--- config.mk ---
export PLATFORM = sky130hd
export DESIGN_NAME = sfspi_front
export DESIGN_NICKNAME = d
export VERILOG_FILES = /design/src/rtl/sfspi_pkg.sv /design/src/rtl/sfspi_front.sv
export VERILOG_INCLUDE_DIRS = /design/src /design/src/rtl
export SDC_FILE = /design/constraint.sdc
export NUM_CORES = 1
export LEC_CHECK = 0
export BUFFER_PORTS_ARGS = -buffer_cell sky130_fd_sc_hd__buf_2
export CAP_MARGIN = 25
export CORE_UTILIZATION = 54
export CTS_BUF_LIST = sky130_fd_sc_hd__clkbuf_4 sky130_fd_sc_hd__clkbuf_8 sky130_fd_sc_hd__clkbuf_16
export DETAILED_ROUTE_END_ITERATION = 12
export PLACE_DENSITY = 0.76
export SLEW_MARGIN = 20
export SYNTH_ARGS = -nofsm -noshare
export SYNTH_HDL_FRONTEND = slang
export SYNTH_SLANG_ARGS = --single-unit
--- constraint.sdc ---
create_clock -name core_clk -period 3 [get_ports core_clk]
set_input_delay 0.3 -clock core_clk [delete_from_list [all_inputs] [get_ports core_clk]]
set_output_delay 0.3 -clock core_clk [all_outputs]
set_load 0.01 [all_outputs]
--- src/rtl/sfspi_cfg.svh ---
// Constants of the serial flash front end
// What this block does
// - A new command starts only after chip select falls.
// - Input bits are sampled at each rising serial clock edge.
// - The output line changes after each falling serial clock edge.
// - In auto-increment programming the output line may show ready/busy.
// - A low pause input freezes the transfer without losing its place.
// - The write-protect pin enables the lock effect of the lock bit.
// - The link works with the clock idling low (mode 0) or high (mode 3).
// - A busy status bit reports a running program or erase.
// - Pause entry and release take effect only while the clock is low.
// - While paused the output floats and clock and input are ignored.
// - Chip select rising during pause resets the serial logic.
// - The busy bit is status bit 0, 1 while a write runs.
`ifndef SFSPI_CFG_SVH
`define SFSPI_CFG_SVH
`define SFSPI_BYTE_W    4'h8
`define SFSPI_BUSY_BIT  3'h0
`define SFSPI_WEL_BIT   3'h1
`define SFSPI_AAI_BIT   3'h6
`define SFSPI_LOCK_BIT  3'h7
`define SFSPI_PROT_RST  4'h7
`endif

--- src/rtl/sfspi_pkg.sv ---
// Types of the serial flash front end
package sfspi_pkg;
  typedef enum logic [1:0] {SFSPI_IDLE, SFSPI_ACTIVE, SFSPI_PAUSED}
    sfspi_state_t;
endpackage : sfspi_pkg

--- src/rtl/sfspi_front.sv ---
// Serial front end: framing, shifting, pause, protect and busy report
`timescale 1ns/1ns
`include "sfspi_cfg.svh"
module sfspi_front #(
  parameter int SYNC_STAGES = 3       // Pin synchroniser depth
) (
  input  wire logic       core_clk,        // System clock, 100 MHz
  input  wire logic       sys_rst,         // Async reset, active high
  input  wire logic       clk_en,          // Freezes all state when low
  input  wire logic       sel_n,           // Chip select pin, active low
  input  wire logic       sclk,            // Serial clock pin
  input  wire logic       sdi,             // Serial data in pin
  input  wire logic       pause_n,         // Pause pin, active low
  input  wire logic       wp_n,            // Write-protect pin, active low
  input  wire logic       write_busy,      // Internal write running
  input  wire logic       auto_increment_program, // Auto-increment mode
  input  wire logic       rdy_out_en,      // Ready/busy on output enabled
  input  wire logic       lock_bit_in,     // Protection lock bit value
  input  wire logic [7:0] tx_byte,         // Next byte to shift out
  output logic            sdo_o,           // Serial data out level
  output logic            sdo_oe_n,        // Output enable, low = drive
  output logic [7:0]      rx_byte,         // Last received byte
  output logic            rx_valid,        // Pulse: byte received
  output logic            rx_first,        // Byte was command byte
  output logic            tx_load,         // Pulse: tx_byte consumed
  output logic            paused,          // Pause state active
  output logic            lock_active,     // Lock bit blocks status write
  output logic [7:0]      status_byte      // Status image, busy in bit 0
);
  // Only the three-stage filter is built; refuse any other depth
  if (SYNC_STAGES != 3) begin : g_stage_chk
    $error("SYNC_STAGES must be 3");
  end

  // Three-flop synchronisers; stage 1 only feeds stage 2
  logic [2:0] cs_q, ck_q, di_q, hd_q, wp_q;
  logic [2:0] cs_d, ck_d, di_d, hd_d, wp_d;
  logic cs_s_q, ck_s_q, hd_s_q, wp_s_q, cs_s_d, ck_s_d, hd_s_d, wp_s_d;

  always_comb begin
    cs_d = {cs_q[1:0], sel_n};
    ck_d = {ck_q[1:0], sclk};
    di_d = {di_q[1:0], sdi};
    hd_d = {hd_q[1:0], pause_n};
    wp_d = {wp_q[1:0], wp_n};
    // A change counts once stages two and three agree
    cs_s_d = (cs_q[1] == cs_q[2]) ? cs_q[2] : cs_s_q;
    ck_s_d = (ck_q[1] == ck_q[2]) ? ck_q[2] : ck_s_q;
    hd_s_d = (hd_q[1] == hd_q[2]) ? hd_q[2] : hd_s_q;
    wp_s_d = (wp_q[1] == wp_q[2]) ? wp_q[2] : wp_s_q;
  end

  always_ff @(posedge core_clk or posedge sys_rst) begin
    if (sys_rst) begin
      cs_q <= 3'h7;
      ck_q <= 3'h0;
      di_q <= 3'h0;
      hd_q <= 3'h7;
      wp_q <= 3'h7;
      cs_s_q <= 1'b1;
      ck_s_q <= 1'b0;
      hd_s_q <= 1'b1;
      wp_s_q <= 1'b1;
    end else if (clk_en) begin
      cs_q <= cs_d;
      ck_q <= ck_d;
      di_q <= di_d;
      hd_q <= hd_d;
      wp_q <= wp_d;
      cs_s_q <= cs_s_d;
      ck_s_q <= ck_s_d;
      hd_s_q <= hd_s_d;
      wp_s_q <= wp_s_d;
    end
  end

  // Edge events on the filtered levels
  logic ck_rise, ck_fall, cs_fall, cs_rise;
  assign ck_rise = ck_s_d & ~ck_s_q;
  assign ck_fall = ~ck_s_d & ck_s_q;
  assign cs_fall = ~cs_s_d & cs_s_q;
  assign cs_rise = cs_s_d & ~cs_s_q;

  // Framing and shift state
  sfspi_pkg::sfspi_state_t st_q, st_d;
  logic [2:0] bit_q, bit_d;
  logic [7:0] sh_q, sh_d, tx_q, tx_d, rx_q, rx_d;
  logic       first_q, first_d, rxv_q, rxv_d, rxf_q, rxf_d;
  logic       ld_q, ld_d, sdo_q, sdo_d, oe_n_q, oe_n_d;
  logic       pend_q, pend_d, lk_q, lk_d;
  logic [7:0] stat_q, stat_d;

  // Ready/busy mode takes over the output line
  logic ry_mode;
  assign ry_mode = auto_increment_program & rdy_out_en;

  // Level for the output line at bit position idx, MSB first
  function automatic logic out_bit(input logic       ry,
                                   input logic       busy,
                                   input logic [7:0] data,
                                   input logic [2:0] idx);
    logic b;
    if (ry) begin
      b = ~busy; // High means ready
    end else begin
      b = data[3'h7 - idx];
    end
    return b;
  endfunction : out_bit

  always_comb begin
    st_d = st_q;
    bit_d = bit_q;
    sh_d = sh_q;
    tx_d = tx_q;
    rx_d = rx_q;
    first_d = first_q;
    rxv_d = 1'b0;
    rxf_d = rxf_q;
    ld_d = 1'b0;
    sdo_d = sdo_q;
    oe_n_d = oe_n_q;
    pend_d = pend_q;
    case (st_q)
      sfspi_pkg::SFSPI_IDLE: begin
        oe_n_d = 1'b1;
        if (cs_fall) begin
          st_d = sfspi_pkg::SFSPI_ACTIVE;
          bit_d = 3'h0;
          first_d = 1'b1;
          tx_d = tx_byte;
          ld_d = 1'b1;
          // Clock idling low: no fall comes before the first rise, so
          // the MSB goes out at select already
          sdo_d = out_bit(ry_mode, write_busy, tx_byte, 3'h0);
          oe_n_d = ck_s_q;
        end
      end
      sfspi_pkg::SFSPI_ACTIVE: begin
        if (cs_rise) begin // partial bits dropped
          st_d = sfspi_pkg::SFSPI_IDLE;
          oe_n_d = 1'b1;
        end else if (!hd_s_q && !ck_s_q) begin
          st_d = sfspi_pkg::SFSPI_PAUSED;
          oe_n_d = 1'b1;
        end else begin
          // Both idle levels work: only edges inside select count
          if (ck_rise) begin
            sh_d = {sh_q[6:0], di_q[2]};
            bit_d = bit_q + 3'h1;
            if (bit_q == 3'h7) begin
              rx_d = {sh_q[6:0], di_q[2]};
              rxv_d = 1'b1;
              rxf_d = first_q;
              first_d = 1'b0;
            end
          end
          if (ck_fall) begin
            oe_n_d = 1'b0;
            if (bit_q == 3'h0 && !first_q && !ry_mode) begin
              // Byte boundary: the new byte's MSB leaves, not the old one
              sdo_d = out_bit(ry_mode, write_busy, tx_byte, 3'h0);
              tx_d = tx_byte;
              ld_d = 1'b1;
            end else begin
              sdo_d = out_bit(ry_mode, write_busy, tx_q, bit_q);
            end
          end
        end
      end
      sfspi_pkg::SFSPI_PAUSED: begin
        oe_n_d = 1'b1; // sclk and sdi ignored here
        if (cs_rise) begin
          st_d = sfspi_pkg::SFSPI_IDLE;
        end else if (hd_s_q && !ck_s_q) begin
          st_d = sfspi_pkg::SFSPI_ACTIVE; // position kept
          oe_n_d = ~pend_q;
        end
      end
      default: st_d = sfspi_pkg::SFSPI_IDLE;
    endcase
    // Drive state as it stood before pause entry, so release restores it
    if (st_q == sfspi_pkg::SFSPI_ACTIVE) begin
      pend_d = ~oe_n_q;
    end
    // Lock bit only bites while write-protect is low
    lk_d = lock_bit_in & ~wp_s_q;
    stat_d = 8'h00;
    stat_d[`SFSPI_BUSY_BIT] = write_busy;
    stat_d[`SFSPI_AAI_BIT] = auto_increment_program;
    stat_d[`SFSPI_LOCK_BIT] = lock_bit_in;
  end

  always_ff @(posedge core_clk or posedge sys_rst) begin
    if (sys_rst) begin
      st_q <= sfspi_pkg::SFSPI_IDLE;
      bit_q <= 3'h0;
      sh_q <= 8'h00;
      tx_q <= 8'h00;
      rx_q <= 8'h00;
      first_q <= 1'b0;
      rxv_q <= 1'b0;
      rxf_q <= 1'b0;
      ld_q <= 1'b0;
      sdo_q <= 1'b0;
      oe_n_q <= 1'b1;
      pend_q <= 1'b0;
      lk_q <= 1'b0;
      stat_q <= 8'h00;
    end else if (clk_en) begin
      st_q <= st_d;
      bit_q <= bit_d;
      sh_q <= sh_d;
      tx_q <= tx_d;
      rx_q <= rx_d;
      first_q <= first_d;
      rxv_q <= rxv_d;
      rxf_q <= rxf_d;
      ld_q <= ld_d;
      sdo_q <= sdo_d;
      oe_n_q <= oe_n_d;
      pend_q <= pend_d;
      lk_q <= lk_d;
      stat_q <= stat_d;
    end
  end

  // Paused flag registered alongside state
  logic pz_q;
  always_ff @(posedge core_clk or posedge sys_rst) begin
    if (sys_rst) pz_q <= 1'b0;
    else if (clk_en) pz_q <= (st_d == sfspi_pkg::SFSPI_PAUSED);
  end

  assign sdo_o = sdo_q;
  assign sdo_oe_n = oe_n_q;
  assign rx_byte = rx_q;
  assign rx_valid = rxv_q;
  assign rx_first = rxf_q;
  assign tx_load = ld_q;
  assign paused = pz_q;
  assign lock_active = lk_q;
  assign status_byte = stat_q;
endmodule : sfspi_front

== Word-level counts from Yosys, hierarchy flattened ==
Index checks and enable logic that the tools add are counted.

* Bits in registers: 59
* Latch bits: 0
* Memory bits (writable): 0
* Bits in read-only memories: 0
* Input bits: 20
* Output and inout bits: 23
* Memories kept: 0

* Add/subtract/negate cells: 2
* $mul: 0
* Divide/modulo/power cells: 0
* $lt $le $gt $ge: 1
* Eq/ne operators: 16
* Shift operators: 0
* Mux-type cells: 53
* Bitwise operators: 16
* Reduce and logical (&&, ||, !) cells: 22

{| class="wikitable"
|+ Operator list
! cell !! count
|-
| $mux W8 || 5
|-
| $mux W1 || 31
|-
| $reduce_and A6 Y1 || 3
|-
| $pmux W8 S2 || 1
|-
| $ne A2 B2 Y1 const B || 7
|-
| $reduce_and A7 Y1 || 2
|-
| $mux W3 || 4
|-
| $mux W2 || 5
|-
| $not A1 Y1 || 10
|-
| $and A1 B1 Y1 || 6
|-
| $pmux W1 S2 || 3
|-
| $pmux W2 S3 || 1
|-
| $pmux W3 S2 || 1
|-
| $reduce_and A2 Y1 || 3
|-
| $reduce_and A5 Y1 || 1
|-
| $eq A1 B1 Y1 || 4
|-
| $eq A2 B2 Y1 const B || 2
|-
| $logic_and A1 B1 Y1 || 4
|-
| $logic_not A1 Y1 || 4
|-
| $lt A3 B4 Y1 const B || 1
|-
| $ne A4 B4 Y1 const B || 1
|-
| $add A3 B1 Y3 const B || 1
|-
| $bmux W1 S3 || 1
|-
| $eq A3 B3 Y1 const B || 1
|-
| other kinds (8) || 8
|}

== Depth between registers and ports, before layout ==
* Word-level depth: 9
* Mapped depth: 7
* Depth with buffers taken out: 7

== Least setup slack after synthesis ==
No wires, ideal clock.

* Path kind: reg-to-reg
* From: reg st_q[1]
* To: reg rx_q[0] (netlist: rx_byte[0])
* Library setup time: 125 ps
* Data arrival time: 1993 ps
* Data required time: 2875 ps
* Path slack: 881 ps
* Stages on the path, launching flop included: 8
* Path buffers: 1
* Period minus slack after synthesis: 2119 ps
* Cells stage by stage: dfrtp_1 -> inv_1 -> ha_1 -> o211a_4 -> nor4b_4 -> and3_1 -> buf_6 -> mux2_4

* Word-level cells in the longest chain between the ends: 2

{| class="wikitable"
|+ Ends and longest elaborated chain
! what !! RTL line !! RTL
|-
| start: declaration || sfspi_front.sv:85 || <nowiki>sfspi_pkg::sfspi_state_t st_q, st_d;</nowiki>
|-
| start signal: assignment || sfspi_front.sv:196 || <nowiki>st_q <= sfspi_pkg::SFSPI_IDLE;</nowiki>
|-
| start signal: assignment || sfspi_front.sv:211 || <nowiki>st_q <= st_d;</nowiki>
|-
| $eq A2 B1 Y1 || sfspi_front.sv:124 || <nowiki>case (st_q)</nowiki>
|-
| $reduce_and A6 Y1 (no source line) || n/a ||
|-
| end signal: assignment || sfspi_front.sv:215 || <nowiki>rx_q <= rx_d;</nowiki>
|-
| end: declaration || sfspi_front.sv:87 || <nowiki>logic [7:0] sh_q, sh_d, tx_q, tx_d, rx_q, rx_d;</nowiki>
|}

No other way between the ends.
A chain may end at the register's enable or synchronous reset.

== Worst setup path after layout ==
* From: reg st_q[1]
* To: reg tx_q[3]

* Word-level cells in the longest chain between the ends: 3

{| class="wikitable"
|+ Ends and longest elaborated chain
! what !! RTL line !! RTL
|-
| $eq A2 B1 Y1 or $logic_not A2 Y1 (tied branches) || sfspi_front.sv:124 ||
|-
| $ne A2 B2 Y1 (no source line) or $reduce_bool A2 Y1 (tied branches) || n/a ||
|-
| $reduce_and A7 Y1 (no source line) || n/a ||
|-
| end signal: assignment || sfspi_front.sv:214 || <nowiki>tx_q <= tx_d;</nowiki>
|-
| end: declaration || sfspi_front.sv:87 ||
|}

Several ways; a longest one is shown, not always the timed one.

==> flow_metrics.env <==
export IMPL_die_h_um=74.41
export IMPL_hold_path_class="in -> async"
export IMPL_slew_viol_final=0
export IMPL_clock_root_buffer="clkbuf_8"
export IMPL_skew_ps=3.973
export IMPL_grt_busiest_layer="met2"
export IMPL_finalSetupViolations=0
export IMPL_num_rows=25
export IMPL_hold_buffers=0
export IMPL_p_per_area_nw_per_um2=852.8
export IMPL_drtIter0Drc=98
export IMPL_timing_final_crit_period_ps=2351
export IMPL_max_cap_violations=0
export IMPL_area_growth_pct=17.01
export IMPL_die_area_um2=5537
export IMPL_critical_path_slowest_cell="a21oi_2"
export IMPL_cts_htree_levels=3
export IMPL_vias=1860
export IMPL_p_leak_nw=1.582
export IMPL_max_stage_delay_ps=440
export IMPL_insertion_delay_ps=330
export IMPL_synth_cells=234
export IMPL_post_cts_buffers=0
export IMPL_first_global_vias=1762
export IMPL_hold_violations=0
export IMPL_critPathKind="reg -> reg"
export IMPL_drc_errors=0
export IMPL_cts_sinks=59
export IMPL_crit_family="compound AO/OA/AOI/OAI gates"
export IMPL_diodes=0
export IMPL_antenna_found_initial=0
export IMPL_yosysWarnings=0
export IMPL_yosysSeqAreaShare=0.5272
export IMPL_cts_buffers=9
export IMPL_wire_per_inst_um=14.85
export IMPL_tritoncts="built"
export IMPL_clk_pin_slew_ps=70
export IMPL_worst_path_buf_inv=1
export IMPL_drive_gt1_frac=0.4113
export IMPL_use_met1=0.2735
export IMPL_ios=43
export IMPL_cp_start_kind="register"
export IMPL_core_area_um2=4880
export IMPL_grtUsageMet2=0.3223
export IMPL_synth_area_um2=2831
export IMPL_reg2reg_slack_ps=650
export IMPL_final_fill_count=375
export IMPL_drtPass1Iterations=4
export IMPL_relSlewSlack=0.6116
export IMPL_endpoint_kind="register"
export IMPL_nets=304
export IMPL_crit_cells=6
export IMPL_gr_total_overflow=0
export IMPL_post_route_period_util=0.7836
export IMPL_dpl_hpwl_um=3493
export IMPL_critical_path_required_ps=3220
export IMPL_cts_resized=0
export IMPL_track_usage=0.2065
export IMPL_crit_arrival_ps=2570
export IMPL_multi_input_comb_area_um2=1221
export IMPL_total_power_mw=2.825
export IMPL_worst_pin_slew_ps=582.6
export IMPL_final_seq_area_um2=1493
export IMPL_post_synth_cell_area_avg_um2=12.10
export IMPL_yosysUniqueCellTypes=42
export IMPL_setup_tns_ps=0
export IMPL_outcome="finished clean"
export IMPL_initial_core_util=0.5803
export IMPL_rsz0062_at_grt="no"
export IMPL_grt_max_degree=34
export IMPL_ant_nets=0
export IMPL_critPathMaxFanout=8
export IMPL_vdd_ir_drop_max_mv=0.5203
export IMPL_use_met3=0.04201
export IMPL_clk_path_buf_depth=2
export IMPL_port_buffers=37
export IMPL_reg2reg_to="tx_q[3]"
export IMPL_r2r_cells=6
export IMPL_ys_ff_latch=59
export IMPL_routed_wl_um=5181
export IMPL_max_freq_mhz=425.4
export IMPL_cp_cell_sequence="inv_1 -> ha_1 -> nor4bb_1 -> o21ai_0 -> a21oi_2 -> mux2_2"
export IMPL_vias_per_cell=5.330
export IMPL_grt_pass1_wl_um=8328
export IMPL_dieWidth_um=74.41
export IMPL_gp_congestion=0.8236
export IMPL_reg2reg_from="st_q[1]"
[cell usage after synthesis (all sizes together)]
cell type	instances	area share
nor3b	1	0.0044
clkbuf	6	0.0080
nor4bb	1	0.0035
a211oi	1	0.0027
a22o	4	0.012
a211o	1	0.0031
dfstp	13	0.12
nor4b	1	0.0084
and2	1	0.0022
o41ai	1	0.0031
nand2	16	0.021
o22ai	2	0.0044
nor2b	2	0.0044
nor2	9	0.012
mux2i	7	0.025
o21ai	15	0.027
o211ai	1	0.0027
o21bai	1	0.0027
mux2	39	0.17
a21o	3	0.0080
inv	13	0.017
nand3	2	0.0035
o2111ai	1	0.0031
o211a	1	0.0062
o32a	1	0.0035
buf	8	0.022
o31ai	2	0.0053
or2	1	0.0022
conb	1	0.0013
dfrtp	46	0.41
nand3b	1	0.0071
and3	1	0.0022
nor3	6	0.011
ha	7	0.031
nand2b	3	0.0066
o21a	1	0.0027
nand4b	1	0.0031
a21oi	13	0.024
[state kept, by name, indices dropped and copies added, names as in the netlist, 2 cells and up]
register,cells
rx_byte,8
tx_q,8
sh_q,7
bit_q,3
ck_q,3
cs_q,3
di_q,3
hd_q,3
status_byte,3
wp_q,3
st_q,2
[cells by family after synthesis]
kind of cell / Yosys count / share of synthesized area
flip-flops: 59 / 0.5272
buffers and inverters: 27 / 0.04684
multiplexers: 46 / 0.1918
adder cells (fa/ha/maj): 7 / 0.03093
other: 1 / 0.001324
AO/OA/AOI/OAI: 48 / 0.1105
AND/OR/NAND/NOR: 46 / 0.09148
[routing by layer]
metal | share of wire | routed length [um]
met3 | 0.034 | 177
met5 | 0 | 0
met4 | 0.019 | 97
met2 | 0.48 | 2466
met1 | 0.47 | 2439
[power breakdown]
part	internal [mW]	switching [mW]
Sequential	1.01	0.178
Combinational	0.406	0.405
Clock	0.521	0.304
Total	1.94	0.887
[per-stage QoR]
stage	worst slack, ps	hold WS (ps)	std cells	area (um2)	utilization
after CTS	654.0	26.49	349	3313	0.6790
final	649.1	9.983	349	3313	0.6790
after detailed placement	704.3	384.7	333	3082	0.6315
after global placement	786.5	470.0	332	3062	0.6274
after floorplan	881.5	432.5	238	2846	-
after global routing	486.2	65.44	349	3313	0.6790
[how the worst max path moves through the flow]
stage                       start          to  slack (ps)
after floorplan           st_q[1]  rx_byte[0]         880
after global placement    st_q[1]     tx_q[1]         790
after detailed placement  st_q[1]     tx_q[3]         700
after CTS                 st_q[1]     tx_q[3]         650
after global routing      st_q[1]     tx_q[3]         490
final                     st_q[1]     tx_q[3]         650
[worst register-to-register path, stage by stage (launching register included)]
cell      delay [ps]
dfrtp_1          430
inv_1            130
ha_1             240
nor4bb_1         350
o21ai_0          260
a21oi_2          440
mux2_2           400
[cells in the final DEF (no fill, tap or decap), types with 2 or more instances in the layout]
cell	instances
nor3_1	6
dfstp_2	13
a21o_1	3
clkbuf_8	11
mux2_2	30
a22o_1	4
buf_2	37
o31ai_1	2
dfrtp_1	46
o22ai_1	2
nand3_1	2
mux2_4	9
inv_1	12
a21oi_1	12
nand2b_1	3
nor2b_1	2
ha_1	7
o21ai_0	15
mux2i_1	7
buf_4	4
nor2_1	9
bufinv_16	2
nand2_1	16
conb_1	5
[area by class of cell]
type | instances | share of cell area
multi-input cells | 152 | 0.3686
flip-flops and latches | 59 | 0.4505
repair buffers | 42 | 0.07100
well taps | 67 | 0.02530
clock inverters | 4 | 0.02190
clock buffers | 12 | 0.04796
inverters | 13 | 0.01473
No activity file was read; power rests on OpenSTA's default activity.
